File: src/logic/csn_pkg.sv
// Shared constants for the card session controller
package csn_pkg;
    // ------------------------------------------------------------------
    // Register map (byte offsets)
    // ------------------------------------------------------------------
    localparam logic [7:0] CTRL_OFS = 8'h00;
    localparam logic [7:0] CFG_OFS = 8'h04;
    localparam logic [7:0] STATUS_OFS = 8'h08;
    localparam logic [7:0] ATR_OFS = 8'h0c;
    // CTRL fields
    localparam int CTRL_ACTIVE = 0;
    localparam int CTRL_WARM = 1;
    localparam int CTRL_STOP = 2;
    localparam int CTRL_T1 = 3;
    // CFG fields
    localparam int CFG_FEAT_LO = 0;
    localparam int CFG_HIGH_LO = 8;
    localparam logic [31:0] CFG_RESET = 32'h0000_9500;
    // ------------------------------------------------------------------
    // Transmission factors and feature bitmap
    // ------------------------------------------------------------------
    localparam logic [7:0] FIDI_DEFAULT = 8'h11;
    localparam logic [7:0] FIDI_512_8 = 8'h94;
    localparam logic [7:0] FIDI_512_16 = 8'h95;
    localparam logic [7:0] FEAT_NONE = 8'h00;
    localparam int FEAT_LOW_IMP = 0;
    localparam int FEAT_IC_USB = 1;
    localparam int FEAT_CLF = 2;
    localparam int FEAT_SEC_CH = 3;
    localparam int FEAT_SEC_APDU = 4;
    localparam logic [7:0] FEAT_DEFINED = 8'h1f;
    // Clock stop field of the first global A-type byte
    localparam int CSTOP_HI = 7;
    localparam int CSTOP_LO = 6;
    // ------------------------------------------------------------------
    // Timing in card clock cycles, retry limit and counter widths
    // ------------------------------------------------------------------
    localparam int STOP_WAIT_CYC = 1860;
    localparam int RESTART_CYC = 744;
    localparam int RESET_HOLD_CYC = 400;
    localparam int MAX_ATR_ERR = 3;
    localparam int CNT_W = 12;
    localparam int ERR_W = 2;
endpackage

File: src/logic/csn_clk_div.sv
// Card clock divider with a tick on each card clock rising edge
`timescale 1ns/100ps
module csn_clk_div #(
    parameter int HALF = 10
) (
    // System
    input wire logic clk,
    input wire logic rst,
    // Control
    input wire logic run,
    // Card clock
    output logic cardClk,
    output logic rise
);
    initial begin
        if (HALF < 1 || HALF > 255) begin
            $error("csn_clk_div: HALF out of range");
        end
    end

    logic [7:0] divCnt_q;

    // Stops only while low, so the card never sees a short pulse
    always_ff @(posedge clk) begin
        if (rst) begin
            divCnt_q <= 8'h00;
            cardClk <= 1'b0;
        end else if (divCnt_q == 8'(HALF - 1)) begin
            divCnt_q <= 8'h00;
            if (run || cardClk) begin
                cardClk <= ~cardClk;
            end
        end else begin
            divCnt_q <= divCnt_q + 8'h01;
        end
    end

    assign rise = (divCnt_q == 8'(HALF - 1)) && run && !cardClk;
endmodule

File: src/logic/csn_ahb_regs.sv
// AHB-Lite slave holding the controller registers
`timescale 1ns/100ps
module csn_ahb_regs (
    // System
    input wire logic clk,
    input wire logic rst,
    // AHB-Lite
    input wire logic hsel,
    input wire logic [7:0] haddr,
    input wire logic [1:0] htrans,
    input wire logic hwrite,
    input wire logic [2:0] hsize,
    input wire logic [31:0] hwdata,
    input wire logic hready,
    output logic hreadyout,
    output logic hresp,
    output logic [31:0] hrdata,
    // Register contents
    output logic [31:0] ctrlQ,
    output logic warmPulse,
    output logic [31:0] cfgQ,
    input wire logic [31:0] statusWord,
    input wire logic [31:0] atrWord
);
    logic wrPend_q;
    logic [7:0] wrAddr_q;

    function automatic logic [31:0] readMux(input logic [7:0] a,
                                            input logic [31:0] c,
                                            input logic [31:0] g,
                                            input logic [31:0] s,
                                            input logic [31:0] t);
        unique case (a)
            csn_pkg::CTRL_OFS: readMux = c;
            csn_pkg::CFG_OFS: readMux = g;
            csn_pkg::STATUS_OFS: readMux = s;
            csn_pkg::ATR_OFS: readMux = t;
            default: readMux = 32'h0000_0000;
        endcase
    endfunction

    wire logic take = hsel && hready && htrans[1] && hsize == 3'h2;

    // Zero wait states: read data is latched in the address phase
    always_ff @(posedge clk) begin
        if (rst) begin
            wrPend_q <= 1'b0;
            wrAddr_q <= 8'h00;
            hrdata <= 32'h0000_0000;
        end else begin
            wrPend_q <= take && hwrite;
            wrAddr_q <= haddr;
            if (take && !hwrite) begin
                hrdata <= readMux(haddr, ctrlQ, cfgQ, statusWord, atrWord);
            end
        end
    end

    always_ff @(posedge clk) begin
        if (rst) begin
            ctrlQ <= 32'h0000_0000;
            cfgQ <= csn_pkg::CFG_RESET;
            warmPulse <= 1'b0;
        end else begin
            warmPulse <= 1'b0;
            if (wrPend_q && wrAddr_q == csn_pkg::CTRL_OFS) begin
                ctrlQ <= hwdata & 32'h0000_000d;
                warmPulse <= hwdata[csn_pkg::CTRL_WARM];
            end
            if (wrPend_q && wrAddr_q == csn_pkg::CFG_OFS) begin
                cfgQ <= hwdata & 32'h0000_ffff;
            end
        end
    end

    assign hreadyout = 1'b1;
    assign hresp = 1'b0;
endmodule

File: src/logic/csn_terminal.sv
// Terminal-side session controller for a contact card link
//
// The implementer's own choices: the AHB-Lite register port and the register offsets.
`timescale 1ns/100ps
module csn_terminal #(
    parameter int CLK_HALF = 10
) (
    // System
    input wire logic clk,
    input wire logic rst,
    // AHB-Lite
    input wire logic hsel,
    input wire logic [7:0] haddr,
    input wire logic [1:0] htrans,
    input wire logic hwrite,
    input wire logic [2:0] hsize,
    input wire logic [31:0] hwdata,
    input wire logic hready,
    output logic hreadyout,
    output logic hresp,
    output logic [31:0] hrdata,
    // Card contacts
    output logic cardClk,
    output logic cardRstN,
    // Answer-to-reset from the character layer
    input wire logic atrDone,
    input wire logic atrError,
    input wire logic [7:0] atrFiDi,
    input wire logic atrGlobBPresent,
    input wire logic [7:0] atrGlobB,
    input wire logic [7:0] atrGlobA,
    // Negotiation to and from the character layer
    output logic ppsStart,
    output logic [7:0] ppsFiDi,
    output logic ppsSend2,
    output logic [7:0] pps2,
    input wire logic ppsDone,
    input wire logic ppsOk,
    // Session state
    input wire logic respDone,
    output logic cmdReady,
    output logic [7:0] fidiUse,
    output logic protoT1,
    output logic parityEn,
    output logic coldReset,
    output logic rejected
);
    // ------------------------------------------------------------------
    // Registers and clock
    // ------------------------------------------------------------------
    typedef enum logic [8:0] {
        S_OFF = 9'b000000001,
        S_RESET = 9'b000000010,
        S_ATR = 9'b000000100,
        S_PPS = 9'b000001000,
        S_READY = 9'b000010000,
        S_STOPWAIT = 9'b000100000,
        S_STOPPED = 9'b001000000,
        S_RESTART = 9'b010000000,
        S_REJECT = 9'b100000000
    } csn_state_type;

    csn_state_type state_q;
    logic [31:0] ctrlQ, cfgQ, statusWord, atrWord;
    logic warmPulse, rise, clkRun;
    logic [csn_pkg::CNT_W-1:0] cnt_q;
    logic [csn_pkg::ERR_W-1:0] errCnt_q;
    logic triedHigh_q, ppsWait_q, ppsOk_q;
    logic [7:0] ta1_q, globA_q, globB_q, reqFiDi_d;
    logic globBPres_q;

    function automatic logic fidiKnown(input logic [7:0] f);
        fidiKnown = f == csn_pkg::FIDI_DEFAULT || f == csn_pkg::FIDI_512_8
            || f == csn_pkg::FIDI_512_16;
    endfunction

    csn_ahb_regs u_regs (
        .clk(clk),
        .rst(rst),
        .hsel(hsel),
        .haddr(haddr),
        .htrans(htrans),
        .hwrite(hwrite),
        .hsize(hsize),
        .hwdata(hwdata),
        .hready(hready),
        .hreadyout(hreadyout),
        .hresp(hresp),
        .hrdata(hrdata),
        .ctrlQ(ctrlQ),
        .warmPulse(warmPulse),
        .cfgQ(cfgQ),
        .statusWord(statusWord),
        .atrWord(atrWord)
    );

    csn_clk_div #(.HALF(CLK_HALF)) u_div (
        .clk(clk),
        .rst(rst),
        .run(clkRun),
        .cardClk(cardClk),
        .rise(rise)
    );

    wire logic active = ctrlQ[csn_pkg::CTRL_ACTIVE];
    wire logic stopReq = ctrlQ[csn_pkg::CTRL_STOP];
    wire logic [7:0] termFeat = cfgQ[csn_pkg::CFG_FEAT_LO +: 8];
    wire logic [7:0] termHigh = cfgQ[csn_pkg::CFG_HIGH_LO +: 8];
    // Indication 00 means clock stop not supported
    wire logic stopAllowed =
        globA_q[csn_pkg::CSTOP_HI:csn_pkg::CSTOP_LO] != 2'b00;
    wire logic [7:0] shared = termFeat & globB_q & csn_pkg::FEAT_DEFINED;
    wire logic [7:0] atrShared = termFeat & atrGlobB & csn_pkg::FEAT_DEFINED;

    // ------------------------------------------------------------------
    // Negotiation choice
    // ------------------------------------------------------------------
    always_comb begin
        if (fidiKnown(atrFiDi)) begin
            reqFiDi_d = atrFiDi;
        end else if (!triedHigh_q && fidiKnown(termHigh)) begin
            reqFiDi_d = termHigh;
        end else begin
            reqFiDi_d = csn_pkg::FIDI_DEFAULT;
        end
    end

    // ------------------------------------------------------------------
    // Session sequencer
    // ------------------------------------------------------------------
    wire logic cntHit = cnt_q == csn_pkg::CNT_W'(csn_pkg::RESET_HOLD_CYC);
    wire logic goodAtr = atrDone && !atrError;

    always_ff @(posedge clk) begin
        if (rst) begin
            state_q <= S_OFF;
            cnt_q <= '0;
        end else if (!active && state_q != S_OFF) begin
            state_q <= S_OFF;
            cnt_q <= '0;
        end else begin
            unique case (state_q)
                S_OFF: begin
                    cnt_q <= '0;
                    if (active) begin
                        state_q <= S_RESET;
                    end
                end
                S_RESET: begin
                    if (cntHit) begin
                        state_q <= S_ATR;
                        cnt_q <= '0;
                    end else if (rise) begin
                        cnt_q <= cnt_q + 1'b1;
                    end
                end
                S_ATR: begin
                    if (atrError) begin
                        state_q <= (errCnt_q ==
                            csn_pkg::ERR_W'(csn_pkg::MAX_ATR_ERR - 1))
                            ? S_REJECT : S_RESET;
                    end else if (atrDone) begin
                        state_q <= (reqFiDi_d != csn_pkg::FIDI_DEFAULT
                            || (atrGlobBPresent && atrShared != '0))
                            ? S_PPS : S_READY;
                    end
                end
                S_PPS: begin
                    if (ppsWait_q && ppsDone) begin
                        state_q <= ppsOk ? S_READY : S_RESET;
                    end
                end
                S_READY: begin
                    if (warmPulse) begin
                        state_q <= S_RESET;
                        cnt_q <= '0;
                    end else if (respDone) begin
                        cnt_q <= '0;
                    end else if (stopReq && stopAllowed) begin
                        state_q <= S_STOPWAIT;
                    end
                end
                S_STOPWAIT: begin
                    if (respDone || !stopReq) begin
                        state_q <= S_READY;
                        cnt_q <= respDone ? '0 : cnt_q;
                    end else if (cnt_q >= csn_pkg::CNT_W'(
                        csn_pkg::STOP_WAIT_CYC) && !cardClk && !rise) begin
                        state_q <= S_STOPPED;
                    end else if (rise) begin
                        cnt_q <= cnt_q + 1'b1;
                    end
                end
                S_STOPPED: begin
                    cnt_q <= '0;
                    if (!stopReq) begin
                        state_q <= S_RESTART;
                    end
                end
                S_RESTART: begin
                    if (cnt_q >= csn_pkg::CNT_W'(csn_pkg::RESTART_CYC)) begin
                        state_q <= S_READY;
                        cnt_q <= '0;
                    end else if (rise) begin
                        cnt_q <= cnt_q + 1'b1;
                    end
                end
                S_REJECT: begin
                    cnt_q <= '0;
                end
            endcase
        end
    end

    // ------------------------------------------------------------------
    // Answer capture, error count, negotiation handshake
    // ------------------------------------------------------------------
    always_ff @(posedge clk) begin
        if (rst || state_q == S_OFF) begin
            errCnt_q <= '0;
        end else if (state_q == S_ATR && atrError) begin
            errCnt_q <= errCnt_q + 1'b1;
        end else if (state_q == S_ATR && goodAtr) begin
            errCnt_q <= '0;
        end
    end

    always_ff @(posedge clk) begin
        if (rst) begin
            ta1_q <= csn_pkg::FIDI_DEFAULT;
            globA_q <= 8'h00;
            globB_q <= csn_pkg::FEAT_NONE;
            globBPres_q <= 1'b0;
        end else if (state_q == S_ATR && goodAtr) begin
            ta1_q <= atrFiDi;
            globA_q <= atrGlobA;
            globB_q <= atrGlobBPresent ? atrGlobB : csn_pkg::FEAT_NONE;
            globBPres_q <= atrGlobBPresent;
        end
    end

    always_ff @(posedge clk) begin
        if (rst) begin
            ppsStart <= 1'b0;
            ppsWait_q <= 1'b0;
            ppsFiDi <= csn_pkg::FIDI_DEFAULT;
            ppsSend2 <= 1'b0;
            pps2 <= csn_pkg::FEAT_NONE;
            triedHigh_q <= 1'b0;
            ppsOk_q <= 1'b0;
        end else begin
            ppsStart <= 1'b0;
            if (state_q == S_OFF) begin
                triedHigh_q <= 1'b0;
            end
            if (state_q == S_RESET) begin
                ppsOk_q <= 1'b0;
            end
            if (state_q == S_ATR && goodAtr) begin
                ppsFiDi <= reqFiDi_d;
                ppsSend2 <= atrGlobBPresent && atrShared != 8'h00;
            end
            if (state_q == S_PPS && !ppsWait_q) begin
                ppsStart <= 1'b1;
                ppsWait_q <= 1'b1;
                pps2 <= ppsSend2 ? shared : csn_pkg::FEAT_NONE;
                if (ppsFiDi == termHigh && !fidiKnown(ta1_q)) begin
                    triedHigh_q <= 1'b1;
                end
            end
            if (state_q == S_PPS && ppsWait_q && ppsDone) begin
                ppsWait_q <= 1'b0;
                ppsOk_q <= ppsOk;
            end
        end
    end

    always_ff @(posedge clk) begin
        if (rst || state_q == S_OFF) begin
            coldReset <= 1'b1;
        end else if (state_q == S_ATR && atrDone) begin
            coldReset <= 1'b0; // later resets are warm
        end
    end

    // ------------------------------------------------------------------
    // Outputs and status
    // ------------------------------------------------------------------
    always_ff @(posedge clk) begin
        if (rst) begin
            cardRstN <= 1'b0;
            fidiUse <= csn_pkg::FIDI_DEFAULT;
            protoT1 <= 1'b0;
        end else begin
            cardRstN <= !(state_q inside {S_OFF, S_RESET, S_REJECT});
            if (state_q inside {S_OFF, S_RESET}) begin
                fidiUse <= csn_pkg::FIDI_DEFAULT;
            end else if (state_q == S_PPS && ppsWait_q && ppsDone
                         && ppsOk) begin
                fidiUse <= ppsFiDi;
            end
            protoT1 <= ctrlQ[csn_pkg::CTRL_T1];
        end
    end

    assign clkRun = !(state_q inside {S_OFF, S_STOPPED, S_REJECT});
    assign cmdReady = state_q == S_READY;
    assign rejected = state_q == S_REJECT;
    assign parityEn = state_q != S_ATR && !protoT1;
    assign statusWord = {8'h00, ppsFiDi, 3'b000, globBPres_q, ppsOk_q,
                         errCnt_q, rejected, state_q[7:0]};
    assign atrWord = {8'h00, globA_q, globB_q, ta1_q};
endmodule

File: config.mk
export PLATFORM = sky130hd
export DESIGN_NAME = csn_terminal
export DESIGN_NICKNAME = d
export VERILOG_FILES = /design/src/logic/csn_pkg.sv /design/src/logic/csn_clk_div.sv /design/src/logic/csn_ahb_regs.sv /design/src/logic/csn_terminal.sv
export SDC_FILE = /design/constraint.sdc
export NUM_CORES = 1
export LEC_CHECK = 0
export ABC_CLOCK_PERIOD_IN_PS = 3400
export BUFFER_PORTS_ARGS = -buffer_cell sky130_fd_sc_hd__buf_4
export CAP_MARGIN = 20
export CORE_MARGIN = 3
export CORE_UTILIZATION = 55
export CTS_CLUSTER_SIZE = 20
export DETAILED_ROUTE_END_ITERATION = 6
export PLACE_DENSITY = 0.81
export SYNTH_ARGS = -nofsm -noshare
export SYNTH_HDL_FRONTEND = slang
export SYNTH_SLANG_ARGS = --single-unit
File: constraint.sdc
create_clock -name clk -period 3.4 [get_ports clk]
set_input_delay 0.34 -clock clk [delete_from_list [all_inputs] [get_ports clk]]
set_output_delay 0.34 -clock clk [all_outputs]
set_load 0.03 [all_outputs]
==> impl_metrics.env <==
export IMPL_critPathKind="flop to flop"
export IMPL_syn_area_um2=6723
export IMPL_clk_path_buf_depth=2
export IMPL_cp_max_fo=15
export IMPL_num_antenna_cells=0
export IMPL_status="completed"
export IMPL_cts_root_buffer="clkbuf_16"
export IMPL_p_leak_nw=3.317
export IMPL_syn_avg_cell_area_um2=8.372
export IMPL_dp_hpwl_mm=13.51
export IMPL_cts_setup_buffers=0
export IMPL_synth_cells=803
export IMPL_ir_drop_v=0.0003323
export IMPL_layout_setup_ws_ns=0.5059
export IMPL_synth_area_leader_cell="dfxtp_1"
export IMPL_synth_edf_count=0
export IMPL_fp_dieH_um=116.6
export IMPL_synthDistinctLibCells=80
export IMPL_max_slew_margin_rel_pct=30.70
export IMPL_fin_tns_setup_ns=0
export IMPL_top_layer="met4"
export IMPL_ys_warn_count=0
export IMPL_fill_cells=880
export IMPL_finalCriticalPeriod_ns=2.894
export IMPL_io_buffers=116
export IMPL_avgViaCountPerCell=6.091
export IMPL_start_util_pct=57.64
export IMPL_num_vias=6408
export IMPL_worst_skew_pair_late_latency_ns=0.42
export IMPL_drc=0
export IMPL_rsz0062_at_grt="false"
export IMPL_cts_sinks=139
export IMPL_cts_hold_buf=0
export IMPL_crit_path_start="state_q[0]$_SDFFE_PP1P_"
export IMPL_r2r_end="cnt_q[1]$_SDFFE_PP0P_"
export IMPL_ys_seq_area_share_pct=41.39
export IMPL_tightest_slew_ns=1.030
export IMPL_row_count=39
export IMPL_final_common_cell="dfxtp_1"
export IMPL_seq_area_um2=2783
export IMPL_finish_utilization_pct=70.46
export IMPL_maxSlewViolCount=0
export IMPL_grt_pass1_wl_mm=30.57
export IMPL_r2r_start="state_q[0]$_SDFFE_PP1P_"
export IMPL_area_growth_pct=22.24
export IMPL_critPathArrivalTime_ns=3.21
export IMPL_max_freq_ghz=0.3455
export IMPL_htree_levels=4
export IMPL_p_per_area_nw_per_um2=508.3
export IMPL_totalWireLength_mm=19.03
export IMPL_place_ws_ns=0.6165
export IMPL_coreArea_um2=11660
export IMPL_grt_usage_pct=28.52
export IMPL_hold_ws_ns=0.1433
export IMPL_maxCapViolations=0
export IMPL_overflow=0
export IMPL_skew_ns=0.007886
export IMPL_cts_resized=0
export IMPL_io_pins=147
export IMPL_die_width_um=116.6
export IMPL_synth_area_leaders="dfxtp_1, nand2_1, a21oi_1, nor2_1, mux2i_1"
export IMPL_dieArea_um2=13590
export IMPL_clk_pin_slew_worst_paths_ns=0.06
export IMPL_finalSetupViolCount=0
export IMPL_hold_viol=0
export IMPL_cts_buffers=17
export IMPL_post_drt_wl_per_cell_um=18.09
export IMPL_ant_nets=0
export IMPL_drive_gt1_share_pct=20.79
export IMPL_wl_met3_mm=1.880
export IMPL_synth_main_ff_cell="dfxtp_1"
export IMPL_first_iter_violations=639
export IMPL_wl_met2_mm=8.695
export IMPL_cts_tree="done"
export IMPL_nets=981
export IMPL_worstHoldPathType="input port to flop"
export IMPL_r2r_cells=6
export IMPL_critPathCaptureType="flop"
export IMPL_ys_ff_latch=139
export IMPL_dr_pass1_iters=7
export IMPL_met1Wirelength_mm=7.949
export IMPL_fin_total_pwr_w=0.004177
export IMPL_async_reset_ff_share_pct=0
export IMPL_multiInputGateArea_um2=3615
export IMPL_antenna_found_initial=0
export IMPL_ff2ff_setup_slack_ns=0.51
export IMPL_required_ns=3.71
export IMPL_gp_congestion=0.9381
export IMPL_final_cell_mix="dfxtp_1, buf_4, nand2_1, nor2_1, a21oi_1"
export IMPL_fin_crit_sh_pct=85.12
export IMPL_grt_max_degree=61
export IMPL_crit_path_end="cnt_q[1]$_SDFFE_PP0P_"
export IMPL_grt_pass1_vias=6005
export IMPL_start_kind="flop"
export IMPL_yosys_area_top_type_share_pct=41.39
[registers in the layout, indices dropped and copies added (netlist names), 9 cells and up]
name / count
u_regs.cfgQ: 16
state_q: 9
cnt_q: 12
u_regs.hrdata: 24
[synth_stat cells, types with 4 or more instances]
cell type,number
nand4_1,16
nor2b_1,11
mux2_2,14
o21a_1,6
nor4b_1,5
nor4_1,11
buf_1,4
nand2_1,112
nand3b_1,5
xnor2_1,5
dfxtp_1,139
a211o_1,4
clkbuf_1,35
o21ai_1,9
nand2b_1,11
nor2_1,81
mux2i_1,26
or3_1,4
o21ai_0,12
buf_4,15
nand3_1,42
a22oi_1,5
ha_1,5
and2_1,8
a22o_1,10
nor3_1,14
and3_1,8
buf_2,4
xor2_1,11
a21oi_1,72
inv_1,17
a21o_1,4
[metal layers]
layer	vias up	global-route usage, %
li1	3006	-
met4	0	10.24
met2	352	44.55
met1	3003	38.59
met3	47	6.995
met5	-	0
[worst min path at each step]
stage	from	endpoint	slack, ns	depth (start not counted)
finish	hwdata[13]	u_regs.cfgQ[13]$_SDFFE_PP0P_	0.14	3
global route	haddr[6]	u_regs.wrAddr_q[6]$_SDFF_PP0_	0.14	2
CTS	haddr[6]	u_regs.wrAddr_q[6]$_SDFF_PP0_	0.14	2
detailed placement	fidiUse[7]$_SDFFE_PP0P_	fidiUse[7]$_SDFFE_PP0P_	0.44	2
global placement	coldReset$_SDFFE_PP1P_	coldReset$_SDFFE_PP1P_	0.44	2
floorplan	u_regs.wrAddr_q[2]$_SDFF_PP0_	u_regs.warmPulse$_SDFF_PP0_	0.42	1
[kinds of logic after synthesis]
kind of cell,synth area share [%]
mux,7.221
other cells,0.1117
xor+xnor,2.084
fa+ha+maj,0.9306
buf+inv,5.490
compound gates,15.56
flops,41.39
simple gates,27.21
[report_power, final]
part / internal [W] / total, W / switching (W)
Sequential: 0.00165 / 0.00167 / 0.0000227
Combinational: 0.000173 / 0.000454 / 0.000281
Clock: 0.00134 / 0.00205 / 0.000713
[critical path: stages (launching register included)]
cell and delay (ns):
dfxtp_1 0.68, inv_1 0.26, nor4_4 0.59, a211oi_4 0.14, nor3_2 0.62, o21ai_1 0.20
a31o_1 0.27
[cell type report]
cell class	count	share of cell area, %
clock buffer	22	5.649
sequential	139	33.86
inverter	18	0.8222
multi-input combinational	597	43.99
clock inverter	10	2.269
timing repair buffer	123	11.24
tap	143	2.177
[per-stage QoR]
stage,instance area [um2],std cells
global placement,7567,1020
global route,8218,1052
detailed placement,7567,1020
floorplan,6764,814
finish,8218,1052
CTS,8218,1052
Note: power is estimated with default switching activity, not from simulation.
